--- config.mk ---
export PLATFORM = sky130hd
export DESIGN_NAME = amc_cfg_top
export DESIGN_NICKNAME = d
export VERILOG_FILES = /design/src/hdl/amc_pkg.sv /design/src/hdl/amc_serial_rx.sv /design/src/hdl/amc_cfg_top.sv
export VERILOG_INCLUDE_DIRS = /design/src /design/src/hdl
export SDC_FILE = /design/constraint.sdc
export NUM_CORES = 1
export LEC_CHECK = 0
export ABC_AREA = 1
export BUFFER_PORTS_ARGS = -buffer_cell sky130_fd_sc_hd__buf_2
export CORE_ASPECT_RATIO = 0.8
export CORE_MARGIN = 2
export CORE_UTILIZATION = 54
export CTS_BUF_LIST = sky130_fd_sc_hd__clkbuf_2
export CTS_CLUSTER_SIZE = 25
export DETAILED_ROUTE_END_ITERATION = 7
export HOLD_SLACK_MARGIN = 0.08
export PLACE_DENSITY = 0.88
export SLEW_MARGIN = 20
export SYNTH_ARGS = -nofsm -noshare
export SYNTH_HDL_FRONTEND = slang
export SYNTH_SLANG_ARGS = --single-unit
--- constraint.sdc ---
create_clock -name SYS_CLK_I -period 1.2 [get_ports SYS_CLK_I]
set_clock_uncertainty 0.1 [all_clocks]
set_input_delay 0.06 -clock SYS_CLK_I [delete_from_list [all_inputs] [get_ports SYS_CLK_I]]
set_output_delay 0.06 -clock SYS_CLK_I [all_outputs]
set_load 0.1 [all_outputs]
--- src/hdl/amc_map.svh ---
// Constants of the converter configuration front end.
// Assumes a 50 MHz system clock; included by the receiver and top modules.
`ifndef AMC_MAP_SVH
`define AMC_MAP_SVH
// System clock rate
`define AMC_CLK_MHZ 50
// Shortest hardware init pulse and the count it needs
`define AMC_INIT_MIN_NS 10
`define AMC_INIT_MIN_CYC ((`AMC_INIT_MIN_NS*`AMC_CLK_MHZ+999)/1000)
// High time after which the reset pin means parallel mode
`define AMC_PAR_HOLD_NS 1000
`define AMC_PAR_HOLD_CYC ((`AMC_PAR_HOLD_NS*`AMC_CLK_MHZ+999)/1000)
// Global control register and its bits
`define AMC_REG_GLOBAL 8'h00
`define AMC_GC_INIT 7
`define AMC_GC_RDBK 0
// Bit count of the last bit of a serial word
`define AMC_RX_LAST 4'hF
// Quantised levels of the multi-level pins
`define AMC_LVL_ZERO 2'h0
`define AMC_LVL_3_8 2'h1
`define AMC_LVL_5_8 2'h2
`define AMC_LVL_FULL 2'h3
// Mode pin codes, pin 1 in the high bit
`define AMC_MP_NORMAL 3'h0
`define AMC_MP_NS_B 3'h1
`define AMC_MP_NS_A 3'h2
`define AMC_MP_NS_AB 3'h3
`define AMC_MP_PDN 3'h4
`define AMC_MP_STBY_B 3'h5
// Serial mode reference and format: internal ref, binary, LVDS
`define AMC_CFG_DEFAULT 7'h40
`endif

--- src/hdl/amc_pkg.sv ---
// Types of the converter configuration front end.
// Assumes amc_map.svh for the numbers; holds no logic.
package amc_pkg;
   // Where the configuration comes from
   typedef enum logic {AMC_PAR, AMC_SER} amc_mode_t;
   // One serial word, address sent first
   typedef struct packed {
      logic [7:0] addr;
      logic [7:0] data;
   } amc_word_t;
   // Decoded device configuration
   typedef struct packed {
      logic int_ref;
      logic twos_fmt;
      logic cmos_out;
      logic ns_a;
      logic ns_b;
      logic pwr_down;
      logic stby_b;
   } amc_cfg_t;
   // Serial receiver state
   typedef struct packed {
      logic [2:0] m1;
      logic [2:0] m2;
      logic sclk_d;
      logic [3:0] cnt;
      logic [15:0] sh;
      logic vld;
      amc_word_t word;
   } amc_rx_st_t;
   // Top level state
   typedef struct packed {
      logic rst_m;
      logic rst_s;
      logic [2:0] mp_m;
      logic [2:0] mp_s;
      logic [1:0] sl_m;
      logic [1:0] sl_s;
      logic [1:0] pl_m;
      logic [1:0] pl_s;
      logic [7:0] hi_cnt;
      amc_mode_t mode;
      logic rdbk;
      logic init;
      logic wr;
      amc_word_t word;
      amc_cfg_t cfg;
   } amc_top_st_t;
endpackage

--- src/hdl/amc_serial_rx.sv ---
// Serial word receiver of the configuration port.
// Pins are asynchronous; the shift clock is sampled, not used as clock.
`timescale 1ns/1ns
`include "amc_map.svh"
module amc_serial_rx (
   // Clock and reset
   input wire logic clk_i,
   input wire logic nrst_i,
   // Receiver enable from the mode logic
   input wire logic en_i,
   // Serial pins
   input wire logic port_select_low_i,
   input wire logic shift_clk_i,
   input wire logic shift_data_pin_i,
   // Received word
   output logic word_vld_o,
   output amc_pkg::amc_word_t word_o
);
   amc_pkg::amc_rx_st_t st_reg;
   amc_pkg::amc_rx_st_t st_next;
   logic fall;

   // Falling edge of the synchronised shift clock
   // Any rate works while each phase spans one of our clocks
   assign fall = st_reg.sclk_d && !st_reg.m2[1];

   // Next state: sync, shift, commit
   always_comb begin
      st_next = st_reg;
      st_next.m1 = {port_select_low_i, shift_clk_i, shift_data_pin_i};
      st_next.m2 = st_reg.m1;
      st_next.sclk_d = st_reg.m2[1];
      st_next.vld = 1'b0;
      if (!en_i || st_reg.m2[2]) begin
         st_next.cnt = '0; // Partial word dropped
      end else if (fall) begin
         // Data rides the same sync delay as the clock
         st_next.sh = {st_reg.sh[14:0], st_reg.m2[0]};
         st_next.cnt = st_reg.cnt + 4'h1;
         if (st_reg.cnt == `AMC_RX_LAST) begin
            st_next.vld = 1'b1;
            // MSB first, address byte leads
            st_next.word = {st_reg.sh[14:0], st_reg.m2[0]};
         end
      end
   end

   // State register; sync reset
   always_ff @(posedge clk_i) begin
      if (!nrst_i) begin
         st_reg <= '0;
      end else begin
         st_reg <= st_next;
      end
   end

   assign word_vld_o = st_reg.vld;
   assign word_o = st_reg.word;
endmodule

--- src/hdl/amc_cfg_top.sv ---
// Mode selection and configuration decode of a dual channel converter.
// Level pins arrive as comparator codes; all pins are asynchronous.
//
// Contract
// - Clock pin: extreme levels internal reference, middle levels external.
// - Select pin levels choose number format and output interface.
// - Mode pins pick noise shaping, power down or channel B standby.
// - Combined mode: mode pins configure, other three pins form port.
// - Bits shift in on falling clock edges only while select low.
// - Every sixteenth falling edge commits the word; words may chain.
// - A trailing partial word at select high is discarded.
// - First eight bits are address, last eight are data.
// - Shift clock at most 20 MHz, any slower rate and duty; the receiver misses any phase not spanning one 20 ns system clock.
// - A reset pin pulse over 10 ns restores register defaults.
// - Writing bit 7 of register 0 initialises and self clears.
// - Readback pin driven low while readback mode is off.
`timescale 1ns/1ns
`include "amc_map.svh"
module amc_cfg_top #(
   parameter logic [7:0] PAR_HOLD_CYC = 8'(`AMC_PAR_HOLD_CYC)
) (
   // Clock and reset
   input wire logic SYS_CLK_I,
   input wire logic NRST_I,
   // Reset and mode pins
   input wire logic RST_PIN_I,
   input wire logic MODE_PIN_1_I,
   input wire logic MODE_PIN_2_I,
   input wire logic MODE_PIN_3_I,
   // Serial port pins
   input wire logic PORT_SELECT_LOW_I,
   input wire logic SHIFT_CLK_I,
   input wire logic SHIFT_DATA_PIN_I,
   // Comparator codes of the level pins
   input wire logic [1:0] SHIFT_CLK_LVL_I,
   input wire logic [1:0] PORT_SELECT_LVL_I,
   // Noise shaping bits from the register bank
   input wire logic NOISE_SHAPING_ENABLE_A_I,
   input wire logic NOISE_SHAPING_ENABLE_B_I,
   // Mode and configuration
   output logic PAR_MODE_O,
   output amc_pkg::amc_cfg_t CFG_O,
   // Register bank port
   output logic REG_WR_O,
   output amc_pkg::amc_word_t REG_WORD_O,
   output logic REG_INIT_O,
   output logic READBACK_MODE_O,
   // Readback pin
   output logic READBACK_OUT_PIN_O,
   output logic READBACK_OUT_PIN_OE_O
);
   amc_pkg::amc_top_st_t st_reg;
   amc_pkg::amc_top_st_t st_next;
   amc_pkg::amc_word_t rx_word;
   amc_pkg::amc_cfg_t pin_cfg;
   logic rx_vld;
   logic ser_ok;
   logic hw_init;
   logic gc_hit;
   logic sw_init;

   // Reference from the clock pin level
   function automatic logic ref_internal(input logic [1:0] lvl);
      ref_internal = (lvl == `AMC_LVL_ZERO) || (lvl == `AMC_LVL_FULL);
   endfunction

   // Format and interface from the select pin level
   function automatic logic [1:0] fmt_decode(input logic [1:0] lvl);
      case (lvl)
         `AMC_LVL_ZERO: fmt_decode = 2'h0;
         `AMC_LVL_3_8: fmt_decode = 2'h2;
         `AMC_LVL_5_8: fmt_decode = 2'h3;
         `AMC_LVL_FULL: fmt_decode = 2'h1;
         default: fmt_decode = 2'h0;
      endcase
   endfunction

   // Mode pin code to noise shaping and power fields
   function automatic amc_pkg::amc_cfg_t mp_decode(input logic [2:0] c);
      amc_pkg::amc_cfg_t d;
      d = '0;
      case (c)
         `AMC_MP_NORMAL: d = '0;
         `AMC_MP_NS_B: d.ns_b = 1'b1;
         `AMC_MP_NS_A: d.ns_a = 1'b1;
         `AMC_MP_NS_AB: begin
            d.ns_a = 1'b1;
            d.ns_b = 1'b1;
         end
         `AMC_MP_PDN: d.pwr_down = 1'b1;
         `AMC_MP_STBY_B: d.stby_b = 1'b1;
         default: d = '0; // Unlisted codes run normally
      endcase
      mp_decode = d;
   endfunction

   // Serial receiver; listens only in serial mode with reset pin low
   amc_serial_rx u_rx (
      .clk_i(SYS_CLK_I),
      .nrst_i(NRST_I),
      .en_i(ser_ok),
      .port_select_low_i(PORT_SELECT_LOW_I),
      .shift_clk_i(SHIFT_CLK_I),
      .shift_data_pin_i(SHIFT_DATA_PIN_I),
      .word_vld_o(rx_vld),
      .word_o(rx_word)
   );

   // Qualifiers of the serial path and the init sources
   assign ser_ok = (st_reg.mode == amc_pkg::AMC_SER) && !st_reg.rst_s;
   assign hw_init = st_reg.rst_s &&
      (st_reg.hi_cnt == 8'(`AMC_INIT_MIN_CYC - 1));
   assign gc_hit = ser_ok && rx_vld && (rx_word.addr == `AMC_REG_GLOBAL);
   assign sw_init = gc_hit && rx_word.data[`AMC_GC_INIT];

   // Pin decoded configuration
   always_comb begin
      pin_cfg = mp_decode(st_reg.mp_s);
      if (st_reg.mode == amc_pkg::AMC_PAR) begin
         pin_cfg.int_ref = ref_internal(st_reg.sl_s);
         {pin_cfg.twos_fmt, pin_cfg.cmos_out} =
            fmt_decode(st_reg.pl_s);
      end else begin
         {pin_cfg.int_ref, pin_cfg.twos_fmt, pin_cfg.cmos_out} =
            3'(`AMC_CFG_DEFAULT >> 4);
      end
      // A set register bit overrides the pins
      pin_cfg.ns_a = pin_cfg.ns_a | NOISE_SHAPING_ENABLE_A_I;
      pin_cfg.ns_b = pin_cfg.ns_b | NOISE_SHAPING_ENABLE_B_I;
   end

   // Next state
   always_comb begin
      st_next = st_reg;
      // Two flop synchronisers on every pin
      st_next.rst_m = RST_PIN_I;
      st_next.rst_s = st_reg.rst_m;
      st_next.mp_m = {MODE_PIN_1_I, MODE_PIN_2_I, MODE_PIN_3_I};
      st_next.mp_s = st_reg.mp_m;
      st_next.sl_m = SHIFT_CLK_LVL_I;
      st_next.sl_s = st_reg.sl_m;
      st_next.pl_m = PORT_SELECT_LVL_I;
      st_next.pl_s = st_reg.pl_m;
      // Saturating high time of the reset pin
      if (!st_reg.rst_s) begin
         st_next.hi_cnt = '0;
      end else if (st_reg.hi_cnt != PAR_HOLD_CYC) begin
         st_next.hi_cnt = st_reg.hi_cnt + 8'h01;
      end
      // A long high means parallel pins; a short pulse is only an init
      if (!st_reg.rst_s) begin
         st_next.mode = amc_pkg::AMC_SER;
      end else if (st_reg.hi_cnt == PAR_HOLD_CYC - 8'h01) begin
         st_next.mode = amc_pkg::AMC_PAR;
      end
      st_next.init = hw_init || sw_init;
      // Readback bit cleared by any init and while the reset pin is high, else loaded from register 0
      if (hw_init || sw_init || st_reg.rst_s) begin
         st_next.rdbk = 1'b0;
      end else if (gc_hit) begin
         st_next.rdbk = rx_word.data[`AMC_GC_RDBK];
      end
      // Other addresses pass on; readback mode blocks them
      st_next.wr = ser_ok && rx_vld && !gc_hit && !st_reg.rdbk;
      if (st_next.wr) begin
         st_next.word = rx_word;
      end
      st_next.cfg = pin_cfg;
   end

   // State register; sync reset
   always_ff @(posedge SYS_CLK_I) begin
      if (!NRST_I) begin
         st_reg <= '0;
         st_reg.mode <= amc_pkg::AMC_SER;
         st_reg.cfg <= amc_pkg::amc_cfg_t'(`AMC_CFG_DEFAULT);
      end else begin
         st_reg <= st_next;
      end
   end

   // Outputs straight from state
   assign PAR_MODE_O = (st_reg.mode == amc_pkg::AMC_PAR);
   assign CFG_O = st_reg.cfg;
   assign REG_WR_O = st_reg.wr;
   assign REG_WORD_O = st_reg.word;
   assign REG_INIT_O = st_reg.init;
   assign READBACK_MODE_O = st_reg.rdbk;
   // Driven low, never floated; readback shifting is not built
   assign READBACK_OUT_PIN_O = 1'b0;
   assign READBACK_OUT_PIN_OE_O = 1'b1;
endmodule

==> results.ini <==
[die]
ios = 44
dieArea_sq_um = 7550
die_width_um = 96.6
initial_utilization = 0.570
die_h_um = 78.1
coreArea_sq_um = 6510
fp-row-count = 26

[routing]
vias = 4188
vias_per_cell = 6.25
drc = 0
dr.pass1.iters = 6
ant_nets = 0
drtIter0Drc = 481
finalWirelength_um = 16200
wire_per_inst_um = 24.2

[worst_setup_path]
crit_type = reg -> reg
cp.depth = 7
path_common_cell = nand2_1
crit_path_end = u_rx.word_o[6]
rrSetupSlack_ns = -0.58
cp.required_ns = 1.64
reg2reg_from = u_rx.st_reg[40]
path_cells = nand3b_1, nor2_4, buf_6, nand3_4, clkinvlp_4, nand2_1, nand2_1
cp_top_family = simple AND/OR/NAND/NOR gates
start_kind = flip-flop
reg2reg_depth = 7
critPathBufInv = 2
cp_slowest_cell = dfxtp_1
startpoint = u_rx.st_reg[40]
worst-endpoint-arrival_ns = 2.22
cpPeakStageDelay_ns = 0.39
crit_path_end_kind = flip-flop
path_max_fanout = 7
r2r-end = u_rx.word_o[6]

[clock_network]
cts-root-buf = clkbuf_2
insertion_delay_ns = 0.59
cts_tree = built
cts.path.max_buffers = 2
path_clk_slew_ns = 0.32
numCtsBuffers = 9
htree_levels = 3
cts.sinks = 94

[global_route]
grt.total_usage = 0.326
grt_pass1_wl_um = 19400
grt_pass1_vias = 3873
grt_overflow = 0
grt_max_degree = 46
antenna_found_initial = 1

[cells_and_area]
layout-drive-gt1-share = 0.518
final_core_util = 0.918
instances_no_fill = 670
syn_to_final_growth_pct = 61.0
finalNetCount = 604
multi_input_area_sq_um = 1960
register_area_sq_um = 1970
num-fill-cells = 196
largest_register_ff_count = 22

[sta]
hold_viol = 0
period_share = 1.48
setup_viol = 94
fin_setup_tns_ns = -26.67
finalWorstSetupSlack_ns = -0.581
period_needed_ns = 1.78
drv_slew = 0
rsz0062_at_grt = yes
fmax_ghz = 0.561
whs_ns = 0.103

[pwr]
fin_total_pwr_w = 0.00564
powerDensity_nw_per_um2 = 945
ir_drop_mv = 0.789
power.leakage_nw = 2.68

[min_path]
hold_class = in -> reg

[synth]
synth_ff_type = dfxtp_1
synth_area_leaders = dfxtp_1 (51%), nand2_1 (10%), nor2_1 (9.2%)
synth_seq_area_share = 0.508
post_synth_most_frequent_cells = nand2_1 (99), dfxtp_1 (94), nor2_1 (91)
avgSynthCellArea_sq_um = 7.82
synth.largest_area_cell = dfxtp_1
ys_warn_count = 0
synthArstFlopShare = 0
netlist_instances = 474
syn-cell-area_sq_um = 3710
ys_ff_latch = 94
syn_nets = 497
synth_top_area_share = 0.508
ys_types = 29
synth-edff-count = 0
synth_most_common_cell = nand2_1

[status]
violations = setup timing
outcome = finished with violations

[place]
io_buffers = 41
gp_congestion = 0.839
hpwl_um = 5190
placed_cells = 582

[job]
cap_violations = 0

-- through the flow --
step	setup WS (ns)	cell area, sq um
floorplan	-0.141	3750
global placement	-0.0832	4320
detailed placement	-0.189	4320
CTS	-0.274	5420
global route	-0.580	5970
finish	-0.581	5970
-- tightest hold or removal path: cells and delay by family --
| family | cells | cell delay, ns |
|---|---|---|
| buffers and inverters | 2 | 0.56 |
| AND/OR/NAND/NOR | 2 | 0.21 |
-- cell type report --
type	instances	area share
flip-flops and latches	94	0.331
clock buffers	9	0.00755
multi-input cells	289	0.328
repair inverters	3	0.00440
well taps	84	0.0176
diodes	1	0.000419
clock inverters	6	0.0153
inverters	54	0.0402
repair buffers	130	0.256
-- cell families (layout without fill, tap and decap cells) --
family / Yosys count / count (layout) / share of synthesized area
compound gates: 29 / 30 / 0.0418
xor+xnor: 4 / 4 / 0.00945
fa+ha+maj: 8 / 8 / 0.0270
buf+inv: 94 / 202 / 0.128
flops: 94 / 94 / 0.508
other cells: 2 / 3 / 0.00203
simple gates: 243 / 245 / 0.284
-- report_power, final --
| group | leakage [nW] | internal, W | switching [W] |
|---|---|---|---|
| clock network | 0.0793 | 0.000695 | 0.00122 |
| registers | 0.788 | 0.00316 | 0.0000657 |
| logic | 1.81 | 0.000203 | 0.000295 |
| total | 2.68 | 0.00406 | 0.00158 |
-- placed cells by master, fill, tap and decap left out, types with 10 or more instances in the layout --
master,instances
nor2_4,27
buf_6,17
inv_2,10
nand3b_1,15
nand2_2,29
dfxtp_2,34
nor2_2,25
buf_12,33
buf_4,35
nand3_1,14
nand2_1,63
dlygate4sd3_1,28
dfxtp_1,47
nor2_1,42
inv_1,38
buf_2,14
dfxtp_4,13
-- how the worst min path moves through the flow --
| stage | startpoint | to | depth (start not counted) |
|---|---|---|---|
| 2_1_floorplan | PORT_SELECT_LVL_I[0] | st_next[35] | 2 |
| 4_1_cts | NOISE_SHAPING_ENABLE_B_I | CFG_O[2] | 4 |
| 3_5_place_dp | SHIFT_CLK_LVL_I[1] | st_next[40] | 3 |
| 6_report | NRST_I | READBACK_MODE_O | 4 |
| 5_1_grt | NRST_I | READBACK_MODE_O | 4 |
| 3_3_place_gp | MODE_PIN_1_I | st_next[45] | 3 |
-- routing by layer --
layer  routed length (um)  track usage  up-vias  part of all wire
met5                    0            0        -                 0
met4                 1660        0.208        0              0.10
met3                 1700       0.0748      175              0.10
met2                 7370        0.610      440              0.46
met1                 5460        0.328     1923              0.34
li1                     -            -     1650                 -
-- timing repair --
action | CTS | global route
setup buffers | 23 | 19
hold buffers | 29 | 1
resized for setup | 148 | 136
endpoints found under the setup margin | 87 | 93
endpoints found under the hold margin | 86 | 1
cloned | 8 | 0
pin swaps | 27 | 38
No activity file was read; power rests on OpenSTA's default activity.
